`src/rtl/dce_pkg.sv`:
```
/*
 * Shared constants, register map and carrier types of the checksum engine.
 * Assumes a 32-bit AXI4-Lite register bus, 8-bit registers in the low byte
 * of each word, and a packet buffer read port with one cycle of latency.
 */
package dce_pkg;

    localparam int ADDR_W = 8;
    localparam int PTR_W  = 13;
    localparam int SUM_W  = 16;
    localparam int NPTR   = 5;

    // register byte addresses
    localparam logic [ADDR_W-1:0] OFS_EVENT_ENABLE = 8'h00;
    localparam logic [ADDR_W-1:0] OFS_EVENT_FLAGS  = 8'h04;
    localparam logic [ADDR_W-1:0] OFS_MAIN_CTRL    = 8'h08;
    localparam logic [ADDR_W-1:0] OFS_SUM_LO       = 8'h0C;
    localparam logic [ADDR_W-1:0] OFS_SUM_HI       = 8'h10;
    localparam logic [ADDR_W-1:0] OFS_PTR_BASE     = 8'h20;
    localparam logic [ADDR_W-1:0] OFS_PTR_STEP     = 8'h08;
    localparam logic [ADDR_W-1:0] OFS_PTR_HI_ADD   = 8'h04;

    // pointer slots: start, end, destination, rx end, rx start
    localparam int PTR_START   = 0;
    localparam int PTR_END     = 1;
    localparam int PTR_DEST    = 2;
    localparam int PTR_RXEND   = 3;
    localparam int PTR_RXSTART = 4;

    // bit positions
    localparam int BIT_GLOBAL_IRQ_EN = 7;
    localparam int BIT_DONE_EN       = 5;
    localparam int BIT_DONE_FLAG     = 5;
    localparam int BIT_GO_BUSY       = 5;
    localparam int BIT_SUM_MODE      = 4;

    // reset values
    localparam logic [7:0]       RST_BYTE = 8'h00;
    localparam logic [PTR_W-1:0] RST_PTR  = 13'h0000;
    localparam logic [SUM_W-1:0] RST_SUM  = 16'h0000;

    localparam logic [1:0] RESP_OKAY   = 2'b00;
    localparam logic [1:0] RESP_SLVERR = 2'b10;

    typedef enum logic [1:0] {
        S_IDLE  = 2'b00,
        S_RUN   = 2'b01,
        S_DRAIN = 2'b10
    } dce_state_t;

    typedef struct packed {
        logic              awvalid;
        logic [ADDR_W-1:0] awaddr;
        logic              wvalid;
        logic [31:0]       wdata;
        logic [3:0]        wstrb;
        logic              bready;
        logic              arvalid;
        logic [ADDR_W-1:0] araddr;
        logic              rready;
    } dce_axil_req_t;

    typedef struct packed {
        logic        awready;
        logic        wready;
        logic        bvalid;
        logic [1:0]  bresp;
        logic        arready;
        logic        rvalid;
        logic [31:0] rdata;
        logic [1:0]  rresp;
    } dce_axil_rsp_t;

    typedef struct packed {
        logic             rd_en;
        logic [PTR_W-1:0] rd_addr;
    } dce_mem_req_t;

endpackage : dce_pkg

```
`src/rtl/dce_sum_acc.sv`:
```
/*
 * Ones-complement byte-pair accumulator of the checksum engine.
 * Assumes bytes arrive in address order with a last marker on the final
 * byte, and that clear is given before the first byte of a job.
 */
`timescale 1ns/10ps
`default_nettype none
module dce_sum_acc #(
    parameter int SUM_W = 16
) (
    // clock and reset
    input  wire logic             sys_clk,
    input  wire logic             srst,
    // byte stream
    input  wire logic             clear,
    input  wire logic             byte_vld,
    input  wire logic [7:0]       byte_data,
    input  wire logic             byte_last,
    // result
    output var  logic [SUM_W-1:0] sum,
    output var  logic             sum_done
);
    import dce_pkg::*;

    generate
        if (SUM_W != 16)
        begin : g_chk
            $error("dce_sum_acc serves only 16-bit sums");
        end
    endgenerate

    logic [7:0]       hi_ff;
    logic             phase_ff;
    logic [SUM_W-1:0] sum_ff;
    logic             done_ff;

    // odd tail pads a zero low half
    wire [SUM_W-1:0] word    = phase_ff ? {hi_ff, byte_data}
                                        : {byte_data, 8'h00};
    wire             add_now = byte_vld & (phase_ff | byte_last);
    wire [SUM_W:0]   raw     = {1'b0, sum_ff} + {1'b0, word};
    // fold cannot carry again: max raw is 1FFFE
    wire [SUM_W-1:0] folded  = raw[SUM_W-1:0]
                             + {{(SUM_W-1){1'b0}}, raw[SUM_W]};

    always_ff @(posedge sys_clk)
    begin
        if (srst || clear)
        begin
            hi_ff    <= RST_BYTE;
            phase_ff <= 1'b0;
            sum_ff   <= RST_SUM;
            done_ff  <= 1'b0;
        end
        else
        begin
            if (byte_vld)
                hi_ff <= byte_data;
            if (byte_vld)
                phase_ff <= ~phase_ff & ~byte_last;
            if (add_now)
                sum_ff <= folded;
            done_ff <= byte_vld & byte_last;
        end
    end

    assign sum      = sum_ff;
    assign sum_done = done_ff;
endmodule : dce_sum_acc
`default_nettype wire

```
`src/rtl/dce_checksum_engine.sv`:
```
/*
 * Checksum mode of the buffer mover: AXI4-Lite register file, source walk
 * over the packet buffer with receive-area wrap, completion and interrupt.
 * Assumes the buffer read port returns data one cycle after rd_en, and
 * that software keeps pointers and mode still while a job runs.
 */
// The implementer's own choices: the AXI4-Lite register port and the placing of the registers.
`timescale 1ns/10ps
`default_nettype none
module dce_checksum_engine (
    // clock and reset
    input  wire logic                  sys_clk,
    input  wire logic                  srst,
    // register bus
    input  wire dce_pkg::dce_axil_req_t axil_req,
    output var  dce_pkg::dce_axil_rsp_t axil_rsp,
    // packet buffer read port
    output var  dce_pkg::dce_mem_req_t  mem_req,
    input  wire logic [7:0]            mem_rd_data,
    // interrupt, low while asserted
    output var  logic                  irq_n
);
    import dce_pkg::*;

    // bus state
    logic              awready_ff, wready_ff, aw_full_ff, w_full_ff;
    logic [ADDR_W-1:0] awaddr_ff;
    logic [7:0]        wdata_ff;
    logic              wlane_ff;
    logic              bvalid_ff;
    logic [1:0]        bresp_ff;
    logic              arready_ff, rvalid_ff;
    logic [31:0]       rdata_ff;
    logic [1:0]        rresp_ff;
    // registers
    logic [7:0]        event_enable_ff;
    logic              done_flag_ff;
    logic [7:0]        main_ctrl_ff;
    logic [PTR_W-1:0]  ptr_ff [NPTR];
    logic [SUM_W-1:0]  sum_result_ff;
    // engine
    dce_state_t        state_ff, nxt_state;
    logic [PTR_W-1:0]  src_ff;
    logic              rd_en_ff, byte_vld_ff, byte_last_ff;
    logic              irq_n_ff;
    logic [SUM_W-1:0]  acc_sum;
    logic              acc_done;

    // write channel: address and data held independently
    wire aw_take     = axil_req.awvalid & awready_ff;
    wire w_take      = axil_req.wvalid & wready_ff;
    wire wr_fire     = aw_full_ff & w_full_ff & ~bvalid_ff;
    wire nxt_aw_full = (aw_full_ff | aw_take) & ~wr_fire;
    wire nxt_w_full  = (w_full_ff | w_take) & ~wr_fire;
    wire nxt_bvalid  = wr_fire | (bvalid_ff & ~axil_req.bready);
    wire wr_strobe   = wr_fire & wlane_ff;
    wire ar_take     = axil_req.arvalid & arready_ff;
    wire nxt_rvalid  = ar_take | (rvalid_ff & ~axil_req.rready);

    function automatic logic is_mapped(input logic [ADDR_W-1:0] a);
        logic hit;
        hit = (a == OFS_EVENT_ENABLE) || (a == OFS_EVENT_FLAGS)
           || (a == OFS_MAIN_CTRL) || (a == OFS_SUM_LO)
           || (a == OFS_SUM_HI);
        for (int i = 0; i < NPTR; i++)
        begin
            if (a == OFS_PTR_BASE + ADDR_W'(i) * OFS_PTR_STEP ||
                a == OFS_PTR_BASE + ADDR_W'(i) * OFS_PTR_STEP
                     + OFS_PTR_HI_ADD)
                hit = 1'b1;
        end
        return hit;
    endfunction : is_mapped

    wire wr_enable_reg = wr_strobe & (awaddr_ff == OFS_EVENT_ENABLE);
    wire wr_flags_reg  = wr_strobe & (awaddr_ff == OFS_EVENT_FLAGS);
    wire wr_ctrl_reg   = wr_strobe & (awaddr_ff == OFS_MAIN_CTRL);

    // engine decode
    wire go_bit    = main_ctrl_ff[BIT_GO_BUSY];
    wire busy      = (state_ff != S_IDLE);
    wire start_job = ~busy & go_bit & main_ctrl_ff[BIT_SUM_MODE];
    wire cancel    = busy & ~go_bit;
    wire at_end    = (src_ff == ptr_ff[PTR_END]);
    wire at_rx_end = (src_ff == ptr_ff[PTR_RXEND]);
    wire finish    = (state_ff == S_DRAIN) & acc_done & go_bit;
    // wrap at the receive area end, else linear
    wire [PTR_W-1:0] src_step = at_rx_end ? ptr_ff[PTR_RXSTART]
                                          : src_ff + 13'h0001;

    always_comb
    begin
        nxt_state = state_ff;
        unique case (state_ff)
            S_IDLE:
                if (start_job)
                    nxt_state = S_RUN;
            S_RUN:
                if (cancel)
                    nxt_state = S_IDLE;
                else if (at_end)
                    nxt_state = S_DRAIN;
            S_DRAIN:
                if (cancel || finish)
                    nxt_state = S_IDLE;
            default:
                nxt_state = S_IDLE;
        endcase
    end

    // set beats clear: a finishing job never loses its flag
    wire nxt_done = (done_flag_ff
                     & ~(wr_flags_reg & ~wdata_ff[BIT_DONE_FLAG]))
                  | finish | cancel;

    logic [31:0] rd_mux;
    always_comb
    begin
        rd_mux = 32'h0000_0000;
        unique case (axil_req.araddr)
            OFS_EVENT_ENABLE: rd_mux[7:0] = event_enable_ff;
            OFS_EVENT_FLAGS:  rd_mux[BIT_DONE_FLAG] = done_flag_ff;
            OFS_MAIN_CTRL:    rd_mux[7:0] = main_ctrl_ff;
            OFS_SUM_LO:       rd_mux[7:0] = sum_result_ff[7:0];
            OFS_SUM_HI:       rd_mux[7:0] = sum_result_ff[15:8];
            default:
                for (int i = 0; i < NPTR; i++)
                begin
                    if (axil_req.araddr
                        == OFS_PTR_BASE + ADDR_W'(i) * OFS_PTR_STEP)
                        rd_mux[7:0] = ptr_ff[i][7:0];
                    if (axil_req.araddr == OFS_PTR_BASE
                        + ADDR_W'(i) * OFS_PTR_STEP + OFS_PTR_HI_ADD)
                        rd_mux[PTR_W-9:0] = ptr_ff[i][PTR_W-1:8];
                end
        endcase
    end

    always_ff @(posedge sys_clk)
    begin
        if (srst)
        begin
            aw_full_ff <= 1'b0;
            w_full_ff  <= 1'b0;
            awready_ff <= 1'b0;
            wready_ff  <= 1'b0;
            bvalid_ff  <= 1'b0;
            arready_ff <= 1'b0;
            rvalid_ff  <= 1'b0;
        end
        else
        begin
            aw_full_ff <= nxt_aw_full;
            w_full_ff  <= nxt_w_full;
            awready_ff <= ~nxt_aw_full;
            wready_ff  <= ~nxt_w_full;
            bvalid_ff  <= nxt_bvalid;
            arready_ff <= ~nxt_rvalid;
            rvalid_ff  <= nxt_rvalid;
        end
    end

    // payload flops need no reset: qualified by the flags above
    always_ff @(posedge sys_clk)
    begin
        if (aw_take)
            awaddr_ff <= axil_req.awaddr;
        if (w_take)
            wdata_ff <= axil_req.wdata[7:0];
        if (w_take)
            wlane_ff <= axil_req.wstrb[0];
        if (wr_fire)
            bresp_ff <= is_mapped(awaddr_ff) ? RESP_OKAY : RESP_SLVERR;
        if (ar_take)
            rdata_ff <= rd_mux;
        if (ar_take)
            rresp_ff <= is_mapped(axil_req.araddr) ? RESP_OKAY
                                                   : RESP_SLVERR;
    end

    // pointer pairs: low byte and bits 12:8; the engine never writes them
    genvar gi;
    generate
        for (gi = 0; gi < NPTR; gi++)
        begin : g_ptr
            localparam logic [ADDR_W-1:0] LO =
                OFS_PTR_BASE + ADDR_W'(gi) * OFS_PTR_STEP;
            wire wr_lo = wr_strobe & (awaddr_ff == LO);
            wire wr_hi = wr_strobe & (awaddr_ff == LO + OFS_PTR_HI_ADD);
            always_ff @(posedge sys_clk)
            begin
                if (srst)
                    ptr_ff[gi] <= RST_PTR;
                else if (wr_lo)
                    ptr_ff[gi][7:0] <= wdata_ff;
                else if (wr_hi)
                    ptr_ff[gi][PTR_W-1:8] <= wdata_ff[PTR_W-9:0];
            end
        end
    endgenerate

    always_ff @(posedge sys_clk)
    begin
        if (srst)
        begin
            event_enable_ff <= RST_BYTE;
            done_flag_ff    <= 1'b0;
            main_ctrl_ff    <= RST_BYTE;
            sum_result_ff   <= RST_SUM;
            irq_n_ff        <= 1'b1;
        end
        else
        begin
            if (wr_enable_reg)
                event_enable_ff <= wdata_ff;
            done_flag_ff <= nxt_done;
            if (wr_ctrl_reg)
                main_ctrl_ff <= wdata_ff;
            else if (finish)
                main_ctrl_ff[BIT_GO_BUSY] <= 1'b0;
            if (finish)
                sum_result_ff <= ~acc_sum;
            irq_n_ff <= ~(done_flag_ff & event_enable_ff[BIT_DONE_EN]
                          & event_enable_ff[BIT_GLOBAL_IRQ_EN]);
        end
    end

    always_ff @(posedge sys_clk)
    begin
        if (srst)
        begin
            state_ff     <= S_IDLE;
            src_ff       <= RST_PTR;
            rd_en_ff     <= 1'b0;
            byte_vld_ff  <= 1'b0;
            byte_last_ff <= 1'b0;
        end
        else
        begin
            state_ff <= nxt_state;
            if (start_job)
                src_ff <= ptr_ff[PTR_START];
            else if (state_ff == S_RUN)
                src_ff <= src_step;
            rd_en_ff     <= (nxt_state == S_RUN);
            byte_vld_ff  <= rd_en_ff & ~cancel;
            byte_last_ff <= rd_en_ff & at_end;
        end
    end

    dce_sum_acc #(
        .SUM_W     (SUM_W)
    ) u_acc (
        .sys_clk   (sys_clk),
        .srst      (srst),
        .clear     (start_job),
        .byte_vld  (byte_vld_ff),
        .byte_data (mem_rd_data),
        .byte_last (byte_last_ff),
        .sum       (acc_sum),
        .sum_done  (acc_done)
    );

    assign axil_rsp = '{awready: awready_ff, wready: wready_ff,
                        bvalid: bvalid_ff, bresp: bresp_ff,
                        arready: arready_ff, rvalid: rvalid_ff,
                        rdata: rdata_ff, rresp: rresp_ff};
    // read only: the engine has no buffer write port at all
    assign mem_req  = '{rd_en: rd_en_ff, rd_addr: src_ff};
    assign irq_n    = irq_n_ff;
endmodule : dce_checksum_engine
`default_nettype wire

```
`config.mk`:
```
export PLATFORM = sky130hd
export DESIGN_NAME = dce_checksum_engine
export DESIGN_NICKNAME = d
export VERILOG_FILES = /design/src/rtl/dce_pkg.sv /design/src/rtl/dce_sum_acc.sv /design/src/rtl/dce_checksum_engine.sv
export SDC_FILE = /design/constraint.sdc
export NUM_CORES = 1
export LEC_CHECK = 0
export ABC_AREA = 1
export ABC_CLOCK_PERIOD_IN_PS = 6100
export BUFFER_PORTS_ARGS = -buffer_cell sky130_fd_sc_hd__buf_2
export CORE_ASPECT_RATIO = 0.5
export CORE_MARGIN = 2
export CORE_UTILIZATION = 30
export CTS_CLUSTER_DIAMETER = 50
export DETAILED_ROUTE_END_ITERATION = 12
export GPL_TIMING_DRIVEN = 0
export PLACE_DENSITY = 0.48
export RECOVER_POWER = 100
export SETUP_SLACK_MARGIN = 0.15
export SYNTH_ARGS = -nofsm -noshare
export SYNTH_HDL_FRONTEND = slang
export SYNTH_SLANG_ARGS = --single-unit
```
`constraint.sdc`:
```
create_clock -name sys_clk -period 6.1 [get_ports sys_clk]
set_input_delay 0.61 -clock sys_clk [delete_from_list [all_inputs] [get_ports sys_clk]]
set_output_delay 0.61 -clock sys_clk [all_outputs]
set_load 0.02 [all_outputs]
```
======== Yosys cells after proc, flatten, opt, wreduce, memory -nomap -nowiden ========
Memories as Yosys holds them, arrays and structs flattened.
Index checks and enable logic that the tools add are counted.
W data, S select, Z words.
operators by class
  multipliers ............................. 0
  shift operators ......................... 0
  reduce and logical (&&, ||, !) cells .... 27
  div/mod/pow operators ................... 0
  $lt $le $gt $ge ......................... 0
  equal/unequal tests ..................... 33
  multiplexer cells ....................... 86
  bitwise operators ....................... 70
  add/sub/neg operators ................... 3
operators by type and width
  kind                     count
  $eq A8 B6 Y1 const B     16
  $mux W8                  11
  $mux W1                  51
  $mux W5                  10
  $mux W13                 3
  $and A1 B1 Y1            37
  $eq A8 B4 Y1 const B     4
  $eq A8 B7 Y1 const B     4
  $eq A13 B13 Y1           2
  $pmux W5 S5              1
  $logic_or A1 B1 Y1       20
  $add A16 B16 Y17         1
  $or A1 B1 Y1             17
  $add A16 B1 Y16          1
  $eq A8 B3 Y1 const B     2
  $eq A8 B5 Y1 const B     2
  $logic_not A8 Y1         2
  $mux W16                 1
  $not A16 Y16             1
  $not A1 Y1               15
  $add A13 B1 Y13 const B  1
  $mux W2                  6
  $pmux W2 S5              1
  $pmux W2 S3              1
  6 further kinds          9
word-level totals
  latch bits .............................. 0
  memories kept ........................... 1
  register bits after elaboration ......... 114
  output and inout bits ................... 56
  ROM bits ................................ 0
  RAM bits ................................ 65
memories
  memory  words  bits a word  rd ports  clocked after Yosys merged registers in  write ports  RTL line                   source
  ptr_ff  5      13           5         0                                        5            dce_checksum_engine.sv:39  logic [PTR_W-1:0] ptr_ff [NPTR];

======== Logic depth before layout (Yosys ltp) ========
  depth after elaboration ................. 13
  depth in mapped cells ................... 26
  depth with buffers taken out ............ 25

======== Cells and area by module ========
Synthesis repeated with hierarchy kept, for this count alone.
second synthesis, totals
  cells, all modules ...................... 1,352
  area total of the unflattened synthesis .. 10,202.3 um^2
by module, submodules not included
  module               cells each  instances  area each (um^2)
  dce_checksum_engine  912         1          7,652.3
  dce_sum_acc          440         1          2,549.9

======== Worst setup path before layout ========
Ideal clock, no wire load.
  path kind ............................... register to register
  start ................................... register u_acc.phase_ff
  end ..................................... register u_acc.sum_ff[10], in the netlist u_acc.sum[10]
  buffers on the path ..................... 2
  cell stages (with the launch flop) ...... 26
  library setup time ...................... 0.109 ns
  arrival ................................. 3.025 ns
  slack ................................... 2.966 ns
  cell sequence ........................... dfxtp_1 clkbuf_1 clkbuf_1 nand2_1 inv_1 ha_1 fa_1 nand2_1 nand3_1 nand2_1 nand2_1 nand3_1 nand2_1 ha_1 ha_1 inv_1 nor2_1 nand3_1 nor2_1 nand3_1 nor2_1 nand2_1 o21ai_1 nand3_1 nand2_1 inv_1
between the ends
  cells in the longest elaborated chain, start to end .. 3
  elaborated cells on any way between the ends .. 5
  classes of those cells .................. add/sub: 2; mux: 1; bitwise: 2
ends and longest elaborated chain
  what                    RTL line           source
  start, declared         dce_sum_acc.sv:33  logic phase_ff;
  start signal, assigned  dce_sum_acc.sv:60  phase_ff <= ~phase_ff & ~byte_last;
  $mux W16                dce_sum_acc.sv:38  wire [SUM_W-1:0] word = phase_ff ? {hi_ff, byte_data}
  $add A16 B16 Y17        dce_sum_acc.sv:41  wire [SUM_W:0] raw = {1'b0, sum_ff} + {1'b0, word};
  $add A16 B1 Y16         dce_sum_acc.sv:44  + {{(SUM_W-1){1'b0}}, raw[SUM_W]};
  end signal, assigned    dce_sum_acc.sv:62  sum_ff <= folded;
  end, declared           dce_sum_acc.sv:34  logic [SUM_W-1:0] sum_ff;
Several ways; a longest one is shown, not always the timed one.
A chain may end at the register's enable or synchronous reset.

======== Final worst setup path ========
  start ................................... register u_acc.phase_ff
  end ..................................... register u_acc.sum_ff[9], in the netlist u_acc.sum[9]
The elaborated chain is that of the path after synthesis.

==> impl_results.md <==
- Number of hold-repair buffers added at the cts stage: 0
- Max-cap viol count: 0
- Placed cells: roughly 1.8k
- Setup crit start kind: register
- Placed instance area: 10700 µm²
- Final Critical Period: slightly above 4 ns
- Final setup violation count: 0
- Core ar.: between 30000 and 40000 µm²
- Commonest non-fill, non-tap cell in the layout: nand2_1
- Setup total negative slack: 0 ns
- Worst path arrival time: about 4.5 ns
- Unrepaired setup endpoints after global routing: no
- Power Dens Cells: about 230 nW/µm²
- Worst setup margin: 1.94 ns
- Reg clk slew, reported paths: 0.06 ns
- Global-route wire length before repair: between 40000 and 50000 µm
- Slew at the pin closest to its max-slew limit: around 1.4 ns
- # DRC: 0
- CTS Buf Count: 17
- Total global-route track usage: 18.2%
- H-tree depth: 4
- Antenna cell count: 0
- FMAX: 241 MHz
- Synthesized area: 9700 µm²
- # IOs: ~120
- Total grt overflow: 0
- Synth top area share: approximately 28%
- Area growth syn-to-layout: 15.4%
- Status: completed
- PortBufs: between 60 and 70
- Top FF cell, synth: edfxtp_1
- Final ANT Viol Nets: 0
- Final core utilization: 35.2%
- Layout fillers: ~3.5k
- DRT Pass-1 Iters: 5
- CP required: 6.47 ns
- Synthesized flop and latch total: 177
- Worst skew pair latency: around 0.45 ns
- Via count: 8619
- Via/cell ratio: about 4.7
- Clock buffer depth: 2
- Avg Inst Size Synth: slightly below 8 µm²
- Routability congestion estimate: roughly 0.9
- Layout cell share with drive strength beyond 1: roughly 8.4%
- Post-Place Worst Slack: between 2 and 2.5 ns
- Post-synth EDFFs: 92
- Chip Height: 131 µm
- Worst Hold Class: in2reg
- Clk sinks: 177
- Register area: 4460 µm²
- WL/cell: 16.7 µm
- Rows: 46
- Post-synth ARST share: 0%
- Clk root buf: clkbuf_16
- Yosys top cell by area: edfxtp_1
- Die area: roughly 34000 µm²
- Final total power: 2.53 mW
- Static Leak: between 4 and 5 nW
- Worst Path Max Fanout: 10
- Most frequent cells in the layout: nand2_1 (266), inv_1 (195), nor2_1 (156)
- Synth cell types: 43
- Total Wirelength: between 30000 and 40000 µm
- Multi-input gate area: 4160 µm²
- Nets: 1457
- Critical path class: reg2reg
- Period utilization: between 60% and 70%
- Slew Viols, Final: 0
- Final instance area: ~11000 µm²
- Post-CTS setup buffer count: 0
- CTS resizes: 0
- Finished Layout Cells: approximately 1.8k
- Fin. Hold Viols: 0
- Rel. slew slack: 6.16%
- Initial Util: between 30% and 40%
- Initial DRC Count: around 560
- CP Capture Type: register
- Hold WS: 0.332 ns
- CTS tree: yes
- Hpwl dp: around 24000 µm
- Initial antenna violation count: 0
- Synth top area cells: edfxtp_1 (28%), dfxtp_1 (18%), nand2_1 (10%)
- Maximum vdd drop: between 0.15 and 0.2 mV
- Post-route clock skew: 0.0114 ns
- Sequential-to-total area share from yosys stat: between 40 and 50%
- Die W: 258 µm
- Syn. warnings: 0
- Vias in the first global route: 8396
- Largest net degree at the start of global routing: 17
- Syn Inst Count: roughly 1.3k
[path summary, 6_finish.rpt]
| check | startpoint | cells past startpoint | slack [ns] | to |
|---|---|---|---|---|
| min reg2reg | sum_result_ff[14] | 2 | 0.46 | sum_result_ff[14] |
| max | u_acc.phase_ff | 23 | 1.94 | u_acc.sum[9] |
| min | axil_req[49] | 1 | 0.33 | awaddr_ff[1] |
| max reg2reg | u_acc.phase_ff | 23 | 1.94 | u_acc.sum[9] |
[flip-flops by register name, indices dropped and copies added, names as in the netlist, 2 cells and up]
signal,count
u_acc.sum,16
wdata_ff,8
awaddr_ff,8
rdata_ff,8
u_acc.hi_ff,8
src_ff,13
main_ctrl_ff,8
sum_result_ff,16
state_ff,2
ptr_ff,65
event_enable_ff,8
[cell type report]
type	count	share of cell area, %
Clock inverter	4	0.436
Multi-Input combinational cell	838	37.1
Sequential cell	177	39.9
Timing Repair Buffer	70	2.77
Tap cell	432	4.83
Inverter	197	6.61
Clock buffer	28	4.73
Buffer	69	3.59
[synthesized netlist by cell type (2+ instances only)]
cell      count
a211oi_1     19
a21oi_1      62
a221oi_1     15
a32o_1        2
and2_1        2
buf_2        10
buf_4        32
buf_6         2
clkbuf_1     24
dfxtp_1      85
edfxtp_1     92
ha_1         19
inv_1       195
nand2_1     266
nand3_1      88
nand3b_1      3
nand4_1      24
nor2_1      150
nor2_2        6
nor3_1       21
nor3_2        2
nor3b_1       2
nor4_1        2
o211ai_1      7
o21ai_0      59
o21ai_1       3
o22ai_1      14
or2_2         5
xnor2_1       4
xor2_1       28
[power breakdown]
| group | switching, mW | internal, mW | total (mW) |
|---|---|---|---|
| sequential | 0.0164 | 1.28 | 1.29 |
| clock | 0.453 | 0.631 | 1.08 |
| combinational | 0.109 | 0.0457 | 0.155 |
[routing by layer]
metal	share of wire [%]	vias to the layer above	wire (µm)	global-route usage, %
met5	0	-	0	0
met4	2.2	0	663	6.81
met3	5.0	42	1510	3.22
met2	47	231	14300	30.6
met1	46	4046	13800	23.5
li1	-	4300	-	-
[critical path, stage by stage (launching register included)]
cell and delay (ns):
dfxtp_1 0.31, clkbuf_1 0.30, clkbuf_1 0.36, nand2_1 0.08
inv_1 0.11, ha_1 0.25, fa_1 0.31, nand2_1 0.10
nand3_1 0.13, nand2_1 0.10, nand2_1 0.10, nand3_1 0.07
nand2_1 0.09, ha_1 0.17, nand2_1 0.06, nor2_1 0.24
nand2_1 0.11, nor2_1 0.24, nand2_1 0.14, nor2_1 0.28
nand2_1 0.12, o21ai_0 0.16, nand3_1 0.13, o21ai_1 0.11
[cell families (layout without fill, tap and decap cells)]
group / Yosys count / in the layout / share of synthesized area [%]
XOR/XNOR: 32 / 32 / 2.89
AO/OA/AOI/OAI: 184 / 184 / 11.1
flip-flops: 177 / 177 / 46.0
other: 1 / 26 / 0.0387
adder cells (fa/ha/maj): 20 / 20 / 2.66
AND/OR/NAND/NOR: 576 / 576 / 25.5
buffers and inverters: 266 / 368 / 11.8
Note: power is estimated with default switching activity, not from simulation.
